$ cat src/hwmon_pkg.sv
package hwmon_pkg;

	// ************************************************************
	// register indices (byte address is four times the index)
	// ************************************************************
	localparam logic [7:0] IDX_BEEP_ONE = 8'h56;
	localparam logic [7:0] IDX_BEEP_TWO = 8'h57;
	localparam logic [7:0] IDX_CHIP_IDENTITY = 8'h58;
	localparam logic [7:0] IDX_DIODE_DIV = 8'h59;
	localparam logic [7:0] IDX_BATT_CTRL = 8'h5d;
	localparam logic [7:0] IDX_PWM_FREQ = 8'h60;
	localparam logic [7:0] IDX_OUT_VALUE = 8'h61;
	localparam logic [7:0] IDX_FAN_CFG = 8'h62;
	localparam logic [7:0] IDX_TARGET = 8'h63;

	// ************************************************************
	// reset values
	// ************************************************************
	localparam logic [7:0] RST_BEEP_ONE = 8'h00;
	localparam logic [7:0] RST_BEEP_TWO = 8'h80;
	localparam logic [7:0] RST_DIODE_DIV = 8'h70;
	localparam logic [7:0] RST_BATT_CTRL = 8'h00;
	localparam logic [7:0] RST_PWM_FREQ = 8'h04;
	localparam logic [7:0] RST_OUT_VALUE = 8'hff;
	localparam logic [7:0] RST_FAN_CFG = 8'h40;
	localparam logic [7:0] RST_TARGET = 8'h00;
	// arbitrary neutral identification value
	localparam logic [7:0] CHIP_IDENTITY_VALUE = 8'h5a;

	// ************************************************************
	// field positions
	// ************************************************************
	localparam int BEEP_GLOBAL_BIT = 7;
	localparam int BEEP_TWO_SRC_MSB = 5;
	localparam int DIODE_MODEL_LSB = 4;
	localparam int AUX1_DIV_HI_BIT = 7;
	localparam int AUX1_DIV_LO_LSB = 2;
	localparam int PROC1_DIV_LO_LSB = 0;
	localparam int BATT_DIV_HI_LSB = 5;
	localparam int SENSOR_TYPE_LSB = 1;
	localparam int BATT_ENABLE_BIT = 0;
	localparam int PWM_CLK_SEL_BIT = 7;
	localparam int PWM_PRESCALE_MSB = 6;
	localparam int DC_LEVEL_LSB = 2;
	localparam int FAN_STYLE_BIT = 6;
	localparam int FAN_MODE_LSB = 4;
	localparam int FAN_TOL_MSB = 3;
	localparam int TARGET_TEMP_MSB = 6;
	localparam logic [7:0] DUTY_FULL = 8'hff;

	// ************************************************************
	// fan control modes and bus encodings
	// ************************************************************
	typedef enum logic [1:0] {
		MODE_MANUAL = 2'b00,
		MODE_THERMAL_CRUISE = 2'b01,
		MODE_SPEED_CRUISE = 2'b10,
		MODE_CURVE = 2'b11
	} fan_mode_e;
	localparam int NUM_FANS = 5;
	localparam logic [1:0] HTRANS_NONSEQ = 2'b10;
	localparam logic HRESP_OKAY = 1'b0;

endpackage

$ cat src/hwmon_beep_fan_control.sv
`timescale 1ns/1ps
module hwmon_beep_fan_control (
	input wire logic clk_i,
	input wire logic arst_n_i,
	input wire logic ce_i,
	// ahb-lite slave
	input wire logic hsel_i,
	input wire logic [31:0] haddr_i,
	input wire logic [1:0] htrans_i,
	input wire logic hwrite_i,
	input wire logic [2:0] hsize_i,
	input wire logic [31:0] hwdata_i,
	input wire logic hready_i,
	output logic [31:0] hrdata_o,
	output logic hreadyout_o,
	output logic hresp_o,
	// alarm sources and beeper
	input wire logic [7:0] violation_one_i,
	input wire logic [5:0] violation_two_i,
	output logic beep_o,
	// temperature sensor front end
	output logic [2:0] sensor_is_diode_o,
	output logic [2:0] diode_cpu_model_o,
	// fan tachometers
	input wire logic [5:0] div_low_ext_i,
	input wire logic [hwmon_pkg::NUM_FANS-1:0] tach_pulse_i,
	output logic [hwmon_pkg::NUM_FANS-1:0] tach_count_o,
	// battery monitor
	input wire logic monitor_cycle_start_i,
	input wire logic monitor_cycle_done_i,
	output logic battery_enable_o,
	output logic battery_update_o,
	// fan drive
	input wire logic src_tick_24m_i,
	input wire logic src_tick_180k_i,
	output logic fan_drive_output_o,
	output logic fan_dc_style_o,
	output logic [5:0] fan_dc_level_o,
	output logic [1:0] fan_mode_o,
	output logic [3:0] fan_tolerance_o,
	output logic [6:0] target_temp_o,
	output logic [7:0] target_speed_o
);
	import hwmon_pkg::*;

	// ************************************************************
	// bus slave
	// ************************************************************
	// only haddr bits 9:2 decode, so higher bits alias the same word
	// hsize is not checked: every access is taken as a whole word
	// upper data bits are dropped on writes and read back as zero
	logic [7:0] beep_enable_one;
	logic [7:0] beep_enable_two;
	logic [7:0] diode_and_divisor_select;
	logic [7:0] battery_monitor_control;
	logic [7:0] fan_pwm_frequency;
	logic [7:0] fan_output_value;
	logic [7:0] fan_configuration;
	logic [7:0] target_value;
	logic dp_write;
	logic dp_read;
	logic [7:0] dp_index;
	logic rd_done;
	logic addr_phase;
	logic [7:0] read_mux;

	// a transfer is taken when selected, nonseq and the bus is ready
	assign addr_phase = hsel_i & hready_i & (htrans_i == HTRANS_NONSEQ);

	// latch the address phase for the data phase
	// the index is latched on every ready cycle, wanted or not
	always_ff @(posedge clk_i or negedge arst_n_i) begin
		if (!arst_n_i) begin
			dp_write <= 1'b0;
			dp_read <= 1'b0;
			dp_index <= 8'h00;
		end else if (ce_i) begin
			if (hready_i) begin
				dp_write <= addr_phase & hwrite_i;
				dp_read <= addr_phase & ~hwrite_i;
				dp_index <= haddr_i[9:2];
			end
		end
	end

	// reads carry one wait state so hrdata comes from a flop
	// rd_done lasts one cycle, so back-to-back reads each wait once
	always_ff @(posedge clk_i or negedge arst_n_i) begin
		if (!arst_n_i) begin
			rd_done <= 1'b0;
		end else if (ce_i) begin
			rd_done <= dp_read & ~rd_done;
		end
	end

	// first data cycle of a read waits while the multiplexer settles
	logic read_wait;

	assign read_wait = dp_read & ~rd_done;
	// a frozen block holds the bus rather than lose a write
	assign hreadyout_o = ce_i & ~read_wait;
	assign hresp_o = HRESP_OKAY;

	// read multiplexer; unmapped and reserved read as zero
	// the index held from the address phase picks the register
	always_comb begin
		case (dp_index)
			IDX_BEEP_ONE: read_mux = beep_enable_one;
			IDX_BEEP_TWO: read_mux = beep_enable_two;
			IDX_CHIP_IDENTITY: read_mux = CHIP_IDENTITY_VALUE;
			IDX_DIODE_DIV: read_mux = diode_and_divisor_select;
			IDX_BATT_CTRL: read_mux = battery_monitor_control;
			IDX_PWM_FREQ: read_mux = fan_pwm_frequency;
			IDX_OUT_VALUE: read_mux = fan_output_value;
			IDX_FAN_CFG: read_mux = fan_configuration;
			IDX_TARGET: read_mux = target_value;
			default: read_mux = 8'h00;
		endcase
	end

	// read data captured in the wait cycle
	// hrdata holds its value until the next read replaces it
	always_ff @(posedge clk_i or negedge arst_n_i) begin
		if (!arst_n_i) begin
			hrdata_o <= 32'h0000_0000;
		end else if (ce_i) begin
			if (dp_read & ~rd_done) begin
				hrdata_o <= {24'h00_0000, read_mux};
			end
		end
	end

	// ************************************************************
	// register file
	// ************************************************************
	// writes land at the end of the data phase; chip_identity has no store
	// reserved bits are masked on the way in so they always read zero
	always_ff @(posedge clk_i or negedge arst_n_i) begin
		if (!arst_n_i) begin
			beep_enable_one <= RST_BEEP_ONE;
			beep_enable_two <= RST_BEEP_TWO;
			diode_and_divisor_select <= RST_DIODE_DIV;
			battery_monitor_control <= RST_BATT_CTRL;
			fan_pwm_frequency <= RST_PWM_FREQ;
			fan_output_value <= RST_OUT_VALUE;
			fan_configuration <= RST_FAN_CFG;
			target_value <= RST_TARGET;
		end else if (ce_i && dp_write) begin
			case (dp_index)
				IDX_BEEP_ONE: beep_enable_one <= hwdata_i[7:0];
				// bit 6 reserved, reads zero
				IDX_BEEP_TWO: beep_enable_two <= hwdata_i[7:0] & 8'hbf;
				IDX_DIODE_DIV: diode_and_divisor_select <= hwdata_i[7:0];
				// bit 4 reserved, reads zero
				IDX_BATT_CTRL: battery_monitor_control <= hwdata_i[7:0] & 8'hef;
				IDX_PWM_FREQ: fan_pwm_frequency <= hwdata_i[7:0];
				IDX_OUT_VALUE: fan_output_value <= hwdata_i[7:0];
				// bit 7 reserved, reads zero
				IDX_FAN_CFG: fan_configuration <= hwdata_i[7:0] & 8'h7f;
				IDX_TARGET: target_value <= hwdata_i[7:0];
				default: ;
			endcase
		end
	end

	// ************************************************************
	// beeper
	// ************************************************************
	logic [7:0] hits_one;
	logic [5:0] hits_two;
	logic any_beep_src;

	// a source counts only while its own enable bit is set
	assign hits_one = violation_one_i & beep_enable_one;
	// bit 6 of register two is reserved and never a source
	assign hits_two = violation_two_i
		& beep_enable_two[BEEP_TWO_SRC_MSB:0];
	// violations are levels; the beeper sounds while any one stands
	assign any_beep_src = (|hits_one) | (|hits_two);

	// registered so the beeper sees a clean level
	// clearing the gate mutes the pin within one cycle
	always_ff @(posedge clk_i or negedge arst_n_i) begin
		if (!arst_n_i) begin
			beep_o <= 1'b0;
		end else if (ce_i) begin
			beep_o <= beep_enable_two[BEEP_GLOBAL_BIT] & any_beep_src;
		end
	end

	// ************************************************************
	// temperature sensor selects
	// ************************************************************
	// the front end decides what a diode model means; this block
	// only forwards the selects, a thermistor input sees model 0
	// order in both fields: bit 2 aux, bit 1 processor, bit 0 system
	assign sensor_is_diode_o =
		battery_monitor_control[SENSOR_TYPE_LSB +: 3];
	// model only means something for a diode input
	assign diode_cpu_model_o = sensor_is_diode_o
		& diode_and_divisor_select[DIODE_MODEL_LSB +: 3];

	// ************************************************************
	// fan tachometer divisors
	// ************************************************************
	// a code change acts at once; a count already above the new
	// limit ends on the next pulse, so the counter never stalls
	// fan order: 0 proc0, 1 system, 2 aux0, 3 aux1, 4 proc1
	logic [2:0] div_code [NUM_FANS];

	assign div_code[0] = {battery_monitor_control[BATT_DIV_HI_LSB + 1],
		div_low_ext_i[1:0]};
	assign div_code[1] = {battery_monitor_control[BATT_DIV_HI_LSB],
		div_low_ext_i[3:2]};
	assign div_code[2] = {battery_monitor_control[BATT_DIV_HI_LSB + 2],
		div_low_ext_i[5:4]};
	assign div_code[3] = {diode_and_divisor_select[AUX1_DIV_HI_BIT],
		diode_and_divisor_select[AUX1_DIV_LO_LSB +: 2]};
	// high bit of proc1 lives outside this block and reads as zero
	assign div_code[4] = {1'b0,
		diode_and_divisor_select[PROC1_DIV_LO_LSB +: 2]};

	generate
		for (genvar f = 0; f < NUM_FANS; f++) begin : g_tach
			logic [6:0] tach_cnt;
			logic [6:0] div_last;

			// divisor 2**code, so terminal count is that minus one
			assign div_last = 7'((8'd1 << div_code[f]) - 8'd1);

			// one counting pulse per divisor tach pulses
			// pulses arriving while frozen are lost, not queued
			always_ff @(posedge clk_i or negedge arst_n_i) begin
				if (!arst_n_i) begin
					tach_cnt <= 7'd0;
					tach_count_o[f] <= 1'b0;
				end else if (ce_i) begin
					tach_count_o[f] <= 1'b0;
					if (tach_pulse_i[f]) begin
						if (tach_cnt >= div_last) begin
							tach_cnt <= 7'd0;
							tach_count_o[f] <= 1'b1;
						end else begin
							tach_cnt <= tach_cnt + 7'd1;
						end
					end
				end
			end
		end
	endgenerate

	// ************************************************************
	// battery monitor
	// ************************************************************
	logic batt_en_q;
	logic batt_armed;
	logic batt_rising;

	assign battery_enable_o = battery_monitor_control[BATT_ENABLE_BIT];
	// the cycle that sees a 0-to-1 change of the enable bit
	assign batt_rising = battery_enable_o & ~batt_en_q;

	// after enabling, a cycle already under way is not trusted
	// the sequencer refreshes the reading; this block only strobes
	always_ff @(posedge clk_i or negedge arst_n_i) begin
		if (!arst_n_i) begin
			batt_en_q <= 1'b0;
			batt_armed <= 1'b0;
			battery_update_o <= 1'b0;
		end else if (ce_i) begin
			batt_en_q <= battery_enable_o;
			battery_update_o <= battery_enable_o & batt_en_q
				& batt_armed & monitor_cycle_done_i;
			if (!battery_enable_o || batt_rising) begin
				batt_armed <= 1'b0;
			end else if (monitor_cycle_start_i) begin
				batt_armed <= 1'b1;
			end
		end
	end

	// ************************************************************
	// fan drive
	// ************************************************************
	logic src_tick;
	logic [6:0] prescale;
	logic [6:0] pre_cnt;
	logic pre_tick;
	logic [7:0] pwm_cnt;
	logic pwm_active;

	// mode, tolerance and targets only feed control loops outside
	assign fan_dc_style_o = fan_configuration[FAN_STYLE_BIT];
	assign fan_mode_o = fan_configuration[FAN_MODE_LSB +: 2];
	assign fan_tolerance_o = fan_configuration[FAN_TOL_MSB:0];
	// dc level keeps the top six bits, bits 1:0 unused
	assign fan_dc_level_o = fan_output_value[7:DC_LEVEL_LSB];
	// meaning depends on mode; both views of one register
	assign target_temp_o = target_value[TARGET_TEMP_MSB:0];
	assign target_speed_o = target_value;

	// source clock arrives as a tick enable in this domain
	// a tick held high counts on every cycle
	assign src_tick = fan_pwm_frequency[PWM_CLK_SEL_BIT]
		? src_tick_180k_i : src_tick_24m_i;
	// a forbidden zero is run as one rather than stall the fan
	assign prescale = (fan_pwm_frequency[PWM_PRESCALE_MSB:0] == 7'd0)
		? 7'd1 : fan_pwm_frequency[PWM_PRESCALE_MSB:0];
	// the prescaler wraps on the tick that reaches the divisor
	assign pre_tick = src_tick && (pre_cnt >= prescale - 7'd1);

	// prescaler and period counter run only in pwm style
	// dc style parks both so pwm restarts from a clean period
	always_ff @(posedge clk_i or negedge arst_n_i) begin
		if (!arst_n_i) begin
			pre_cnt <= 7'd0;
			pwm_cnt <= 8'h00;
		end else if (ce_i) begin
			if (fan_dc_style_o) begin
				pre_cnt <= 7'd0;
				pwm_cnt <= 8'h00;
			end else if (src_tick) begin
				if (pre_tick) begin
					pre_cnt <= 7'd0;
					pwm_cnt <= pwm_cnt + 8'd1;
				end else begin
					pre_cnt <= pre_cnt + 7'd1;
				end
			end
		end
	end

	logic duty_full;
	logic duty_below;

	// full-scale value is held fully on, 100% rather than 255/256
	assign duty_full = (fan_output_value == DUTY_FULL);
	// active while the period count is still below the duty value
	assign duty_below = (pwm_cnt < fan_output_value);
	assign pwm_active = duty_full | duty_below;

	// output flop; idle low in dc style where the analog level rules
	// one cycle behind the counter, harmless at fan rates
	always_ff @(posedge clk_i or negedge arst_n_i) begin
		if (!arst_n_i) begin
			fan_drive_output_o <= 1'b0;
		end else if (ce_i) begin
			fan_drive_output_o <= ~fan_dc_style_o & pwm_active;
		end
	end

endmodule

$ cat config.mk
export PLATFORM = sky130hd
export DESIGN_NAME = hwmon_beep_fan_control
export DESIGN_NICKNAME = d
export VERILOG_FILES = /design/src/hwmon_pkg.sv /design/src/hwmon_beep_fan_control.sv
export SDC_FILE = /design/constraint.sdc
export NUM_CORES = 1
export LEC_CHECK = 0
export ABC_AREA = 1
export ABC_CLOCK_PERIOD_IN_PS = 2410
export BUFFER_PORTS_ARGS = -buffer_cell sky130_fd_sc_hd__buf_4
export CORE_MARGIN = 2
export CORE_UTILIZATION = 28
export DETAILED_ROUTE_END_ITERATION = 7
export GPL_TIMING_DRIVEN = 1
export PLACE_DENSITY = 0.55
export SLEW_MARGIN = 10
export SYNTH_ARGS = -nofsm -noshare
export SYNTH_HDL_FRONTEND = slang
export SYNTH_SLANG_ARGS = --single-unit
$ cat constraint.sdc
create_clock -name clk_i -period 2.41 [get_ports clk_i]
set_clock_uncertainty 0.2 [all_clocks]
set_input_delay 0.1205 -clock clk_i [delete_from_list [all_inputs] [get_ports clk_i]]
set_output_delay 0.1205 -clock clk_i [all_outputs]
set_load 0.02 [all_outputs]
-- After elaboration in Yosys (flattened, before gate mapping)
Cells that the tools add are included.
- input bits: 104
- output and inout bits: 77
- flip-flop bits (word level): 140
- word-level logic and storage cells: 142
- equality and inequality tests: 11
- mux-type cells: 26
- $lt $le $gt $ge: 7
- shift-type cells: 5
- $add $sub $neg: 13
- reduce and logical (&&, ||, !) cells: 28
- bitwise gates (word level): 22
- operators by type and width (kind ; number):
    $eq A8 B7 Y1 const B ; 9
    $pmux W8 S9 ; 1
    $mux W7 ; 9
    $add A7 B1 Y7 const B ; 6
    $ge A7 B7 Y1 ; 6
    $sub A7 B1 Y7 const B ; 6
    $reduce_and A2 Y1 ; 17
    $shl A1 B3 Y7 const A ; 4
    $mux W8 ; 3
    $mux W1 ; 13
    $and A1 B1 Y1 ; 12
    $add A8 B1 Y8 const B ; 1
    $and A8 B8 Y8 ; 1
    $eq A8 B8 Y1 const B ; 1
    $lt A8 B8 Y1 ; 1
    $reduce_or A8 Y1 ; 1
    $logic_not A7 Y1 ; 1
    $shl A1 B2 Y7 const A ; 1
    $and A6 B6 Y6 ; 1
    $reduce_bool A2 Y1 ; 3
    $reduce_or A6 Y1 ; 1
    $not A1 Y1 ; 5
    $and A3 B3 Y3 ; 1
    $reduce_and A3 Y1 ; 1
    other kinds (5) ; 7

-- Logic depth before layout (Yosys ltp)
- word-level depth: 8
- mapped depth: 20
- gate-level depth less buffers: 19

-- Worst setup path after synthesis
No wires, ideal clock.
- kind: register to register
- start point: register fan_pwm_frequency[2]
- end point: register pre_cnt[6]
- required time: 2.139 ns
- setup time: 0.071 ns
- period minus slack after synthesis: 2.638 ns
- cell stages (with the launch flop): 21
- buffers on the path: 1
- path slack: -0.228 ns
- arrival time: 2.367 ns
- cell sequence: dfstp_2 > inv_1 > nand2_1 > nor2_1 > nand2_1 > nand2_1 > inv_1 > ha_1 > nand2_1 > xor2_1 > ha_1 > nand2_1 > inv_1 > nand2_1 > nand3_1 > nor2_1 > nand3_1 > nand2_4 > buf_6 > nand2_1 > nor2_1
- word-level cells in the longest chain between the ends: 8
- RTL lines (element ; line ; source):
    from (decl) ; hwmon_beep_fan_control.sv:56 ; logic [7:0] fan_pwm_frequency;
    from (signal assigned) ; hwmon_beep_fan_control.sv:156 ; IDX_PWM_FREQ: fan_pwm_frequency <= hwdata_i[7:0];
    $logic_not A7 Y1 ; hwmon_beep_fan_control.sv:307 ; assign prescale = (fan_pwm_frequency[PWM_PRESCALE_MSB:0] == 7'd0)
    $mux W7 * ; hwmon_beep_fan_control.sv:308 ; ? 7'd1 : fan_pwm_frequency[PWM_PRESCALE_MSB:0];
    $sub A7 B1 Y7 * ; hwmon_beep_fan_control.sv:310 ; assign pre_tick = src_tick && (pre_cnt >= prescale - 7'd1);
    $ge A7 B7 Y1 * ; hwmon_beep_fan_control.sv:310 ;
    $logic_and A1 B1 Y1 * ; hwmon_beep_fan_control.sv:310 ;
    $mux W7 * ; hwmon_beep_fan_control.sv:323 ; if (pre_tick) begin
    $mux W7 * ; hwmon_beep_fan_control.sv:322 ; end else if (src_tick) begin
    $mux W7 * ; hwmon_beep_fan_control.sv:319 ; if (fan_dc_style_o) begin
    to (signal assigned) ; hwmon_beep_fan_control.sv:327 ; pre_cnt <= pre_cnt + 7'd1;
    to (decl) ; hwmon_beep_fan_control.sv:287 ; logic [6:0] pre_cnt;
Every way passes the cells marked *; elsewhere a longest branch is shown, timed or not. The select of a mux whose other input is x is not followed.
A chain may end at the register's enable or synchronous reset.

-- Final worst setup path
- start point: register fan_pwm_frequency[2]
- end point: register pwm_cnt[0]
- word-level cells in the longest chain between the ends: 7
- RTL lines (element ; line ; source):
    $logic_not A7 Y1 ; hwmon_beep_fan_control.sv:307 ;
    $mux W7 * ; hwmon_beep_fan_control.sv:308 ;
    $sub A7 B1 Y7 * ; hwmon_beep_fan_control.sv:310 ;
    $ge A7 B7 Y1 * ; hwmon_beep_fan_control.sv:310 ;
    $logic_and A1 B1 Y1 * ; hwmon_beep_fan_control.sv:310 ;
    $reduce_bool A2 Y1 (no source line) * ; -- ;
    $reduce_and A3 Y1 (no source line) * ; -- ;
    to (signal assigned) ; hwmon_beep_fan_control.sv:325 ; pwm_cnt <= pwm_cnt + 8'd1;
    to (decl) ; hwmon_beep_fan_control.sv:289 ; logic [7:0] pwm_cnt;
Every way passes the cells marked *; elsewhere a longest branch is shown, timed or not.

==> implementation parameters <==
Parameter                              Value

Critical path
  Critical path cell sequence    inv_2 -> nand2_2 -> nor2_4 -> nand2_2 -> nand2_2 -> inv_4 -> ha_4 -> nand2_4 -> xor2_2 -> ha_1 -> nand2_2 -> inv_2 -> nand2_2 -> nand3_2 -> nor2_2 -> nand3_2 -> nand2_4 -> buf_12 -> nand2_2 -> o21ai_2
  Critical path class    register to register
  Cell family with the largest share of critical-path delay    simple AND/OR/NAND/NOR gates
  Crit path buffers/inverters    4
  Capturing element type of the critical path    register
  Cell with the most instances on the worst path    sky130_fd_sc_hd__nand2_2
  Crit path launch type    register
  Critical path's slowest cell    sky130_fd_sc_hd__dfstp_2
  Largest fanout on the critical path    8
  Slowest stage delay, CP    540 ps
  Required time at the worst-slack endpoint    2570 ps
  Arrival @ worst endpoint    2920 ps

Clocking
  Number of CTS-inserted buffers    17
  Number of clock sinks    140
  Number of H-tree levels    4
  Clock Root Buffer    sky130_fd_sc_hd__clkbuf_16
  CTS tree    yes
  Clock latency of the later-clocked register in the worst-skew pair    440 ps
  Clock transition time at the flip-flop clock pins of the worst setup and hold paths    60 ps
  Buffers from clock root to sink, at most    2

Timing
  Hold violation total from the final report    0
  Smallest hold slack    20.9 ps
  Transition time at the pin with the least slew margin    661 ps
  Max Slew Vio Count    0
  Share of the cycle needed by the critical path after routing    114%
  Fin worst setup slack    -342 ps
  Achievable frequency    363 MHz
  Count of endpoints failing setup in the final report    15
  Minimum period implied by the final worst setup slack    2750 ps
  RSZ-0062 raised after global routing    true
  Worst slew margin relative to its limit    55.8%

Route
  Routed wire length    24800 um
  Via count    7618
  Number of design-rule violations left by the first detailed-router iteration    445
  Routed len/inst    14.7 um
  Drt drc    0
  Final antenna-violating net count    0
  First-pass iteration count of the detailed router    5
  Vias/cell    4.53

Logic synthesis
  Post-synthesis instance area    8730 um^2
  Library cell occupying the most area in the post-synthesis netlist    sky130_fd_sc_hd__dfrtp_1
  Sequential-to-total area share from yosys stat    40.3%
  Leading post-synthesis cells by cell area    sky130_fd_sc_hd__dfrtp_1, sky130_fd_sc_hd__nand2_1, sky130_fd_sc_hd__ha_1, sky130_fd_sc_hd__nand3_1, sky130_fd_sc_hd__inv_1
  Post-Synthesis Mean Instance Area    7.94 um^2
  Synth unique cells    47
  Ys flop type    sky130_fd_sc_hd__dfrtp_1
  Synth warnings    0
  Area share of the largest cell type after synthesis    36.1%
  Number of synthesized flops with an enable pin    0
  Register bit count reported by yosys    140
  Fraction of registers with async set or reset after synthesis    100%
  Synthesized instance count    1099

Global routing
  Via count of the first global-routing pass    7357
  Number of antenna violations at the first check in global routing    0
  First-pass GRT wire length    39100 um
  All-layer global routing usage    15.4%
  Largest net degree at the start of global routing    54
  GRT overflow    0

Power
  Worst-case vdd ir drop    0.531 mV
  Leakage Power    5.68 nW
  Power density relative to cell area    625 nW/um^2

Place
  Post-placement worst setup slack    -269 ps
  # port buffers    104
  Gp weighted congestion    0.892
  HPWL after detailed placement    18400 um
  Number of cells after detailed placement    1602

Die
  Overall die width    181 um
  Vertical die dimension    181 um
  I/O pin cnt    181
  Die area    32600 um^2
  Initial Util    28.5%
  Core area    30700 um^2
  # rows    64

Job
  Max-cap viol count    0

Layout
  Share of cells above drive strength 1    25.1%
  Util after Layout    37.0%
  Antenna diodes    0
  Net total in the final layout    1432
  Post-route non-filler standard cell count    1680
  Area growth from synthesis to layout    30.1%
  Filler instances    3152

Outcome
  Run status    complete, but fails checks
  Violated checks    setup timing

Worst hold path
  Class of the most critical hold timing path    primary input to asynchronous set/reset pin
[layout make-up]
type / count / area [um^2] / area share (%)
Clock inverter: 11 / 189 / 1.66
Clock buffer: 21 / 470 / 4.14
Multi-Input combinational cell: 811 / 4660 / 41.0
Sequential cell: 140 / 3520 / 31.0
Tap cell: 396 / 495 / 4.36
Timing Repair Buffer: 188 / 1590 / 14.0
Inverter: 113 / 435 / 3.83
[path summary, 6_finish.rpt]
check                                                 startpoint                        endpoint  slack (ps)  cells past startpoint
min in group clk_i                                          ce_i          pre_cnt[0]$_DFFE_PN0P_          40                      4
worst max-delay path            fan_pwm_frequency[2]$_DFFE_PN1P_          pwm_cnt[0]$_DFFE_PN0P_        -340                     20
worst min-delay path                                    arst_n_i         hrdata_o[6]$_DFFE_PN0P_          20                      2
max in group asynchronous                               arst_n_i  beep_enable_two[7]$_DFFE_PN1P_        1310                      3
worst max register to register  fan_pwm_frequency[2]$_DFFE_PN1P_          pwm_cnt[0]$_DFFE_PN0P_        -340                     20
worst min register to register             batt_en_q$_DFFE_PN0P_           batt_en_q$_DFFE_PN0P_         280                      2
[cells in the mapped netlist, types with 17 or more instances]
cell type                 count
sky130_fd_sc_hd__o21ai_1     27
sky130_fd_sc_hd__nor2_1      89
sky130_fd_sc_hd__ha_1        57
sky130_fd_sc_hd__xor2_1      18
sky130_fd_sc_hd__inv_1      102
sky130_fd_sc_hd__nand2_1    309
sky130_fd_sc_hd__a21oi_1     19
sky130_fd_sc_hd__buf_4       42
sky130_fd_sc_hd__dfrtp_1    126
sky130_fd_sc_hd__nand3_1     82
sky130_fd_sc_hd__nand4_1     17
sky130_fd_sc_hd__o21ai_0     74
[sequential cells by signal (all words and copies together), names as in the netlist]
| register | count |
|---|---|
| dp_read | 1 |
| target_speed_o | 8 |
| tach_count_o | 5 |
| rd_done | 1 |
| batt_en_q | 1 |
| fan_pwm_frequency | 8 |
| diode_and_divisor_select | 8 |
| beep_o | 1 |
| pre_cnt | 7 |
| beep_enable_one | 8 |
| batt_armed | 1 |
| battery_monitor_control | 7 |
| pwm_cnt | 8 |
| fan_output_value | 8 |
| dp_index | 8 |
| g_tach.tach_cnt | 35 |
| fan_drive_output_o | 1 |
| battery_update_o | 1 |
| beep_enable_two | 7 |
| dp_write | 1 |
| hrdata_o | 8 |
| fan_configuration | 7 |
[repair_timing]
action	4_1_cts	5_1_grt
hold endpoints to repair	230	0
setup buffers	2	8
setup endpoints to repair	35	48
pin swaps	5	36
hold buffers	36	0
cloned	0	1
gates resized for setup	17	71
[per-layer routing]
| metal | global-route usage [%] | vias to the layer above | share of wire (%) | routed length (um) |
|---|---|---|---|---|
| met4 | 5.48 | 0 | 2.2 | 555 |
| li1 | - | 3857 | - | - |
| met5 | 0 | - | 0 | 0 |
| met2 | 25.7 | 147 | 49 | 12000 |
| met3 | 3.11 | 27 | 3.3 | 818 |
| met1 | 19.7 | 3587 | 46 | 11400 |
[worst reg2reg max path: cells and delay by family, from the launching register on]
family / cells / cell delay [ps]
buffers and inverters: 4 / 300
AND/OR/NAND/NOR: 12 / 940
AO/OA/AOI/OAI: 1 / 50
XOR/XNOR: 1 / 160
flip-flops: 1 / 540
adder cells (fa/ha/maj): 2 / 480
[cells by family after synthesis]
logic type | Yosys count | share of synthesized area (%)
AOI/OAI and AO/OA | 152 | 9.78
and+or+nand+nor | 551 | 28.8
buffers and inverters | 172 | 10.2
other | 1 | 0.0430
adders and majority gates | 57 | 8.17
xor gates and xnor gates | 26 | 2.61
DFF | 140 | 40.3
[report_power, final]
part	switching [mW]	internal, mW	total (mW)
Combinational	0.842	0.579	1.42
Clock	1.04	1.91	2.95
Sequential	0.191	2.53	2.72
Total	2.07	5.02	7.09
[stage by stage]
step	cell area [um^2]	power [mW]	setup TNS, ps
after floorplan	8830	3.61	-1560
after global placement	9990	3.98	-3360
after detailed placement	9990	4.03	-4530
after CTS	11100	7.06	-3350
after global routing	11400	7.48	-7500
final	11400	7.09	-4640
[cells in the final DEF, fill, tap and decap left out, drive strengths merged, types with 3 or more instances in the layout]
cell / Yosys / routed
xor2: 18 / 18
conb: 1 / 25
o211ai: 4 / 4
dlygate4sd3: 0 / 35
nand2: 317 / 317
o21a: 7 / 7
bufinv: 0 / 5
buf: 58 / 152
o21ai: 109 / 109
dfstp: 14 / 14
a21oi: 19 / 19
nor2: 102 / 102
or2: 3 / 3
inv: 111 / 111
nand3: 95 / 95
nor3: 10 / 10
a21o: 6 / 6
nand3b: 3 / 3
clkinv: 2 / 6
nand4: 17 / 17
xnor2: 8 / 8
dfrtp: 126 / 126
clkbuf: 1 / 22
ha: 57 / 57
No activity file was read; power rests on OpenSTA's default activity.
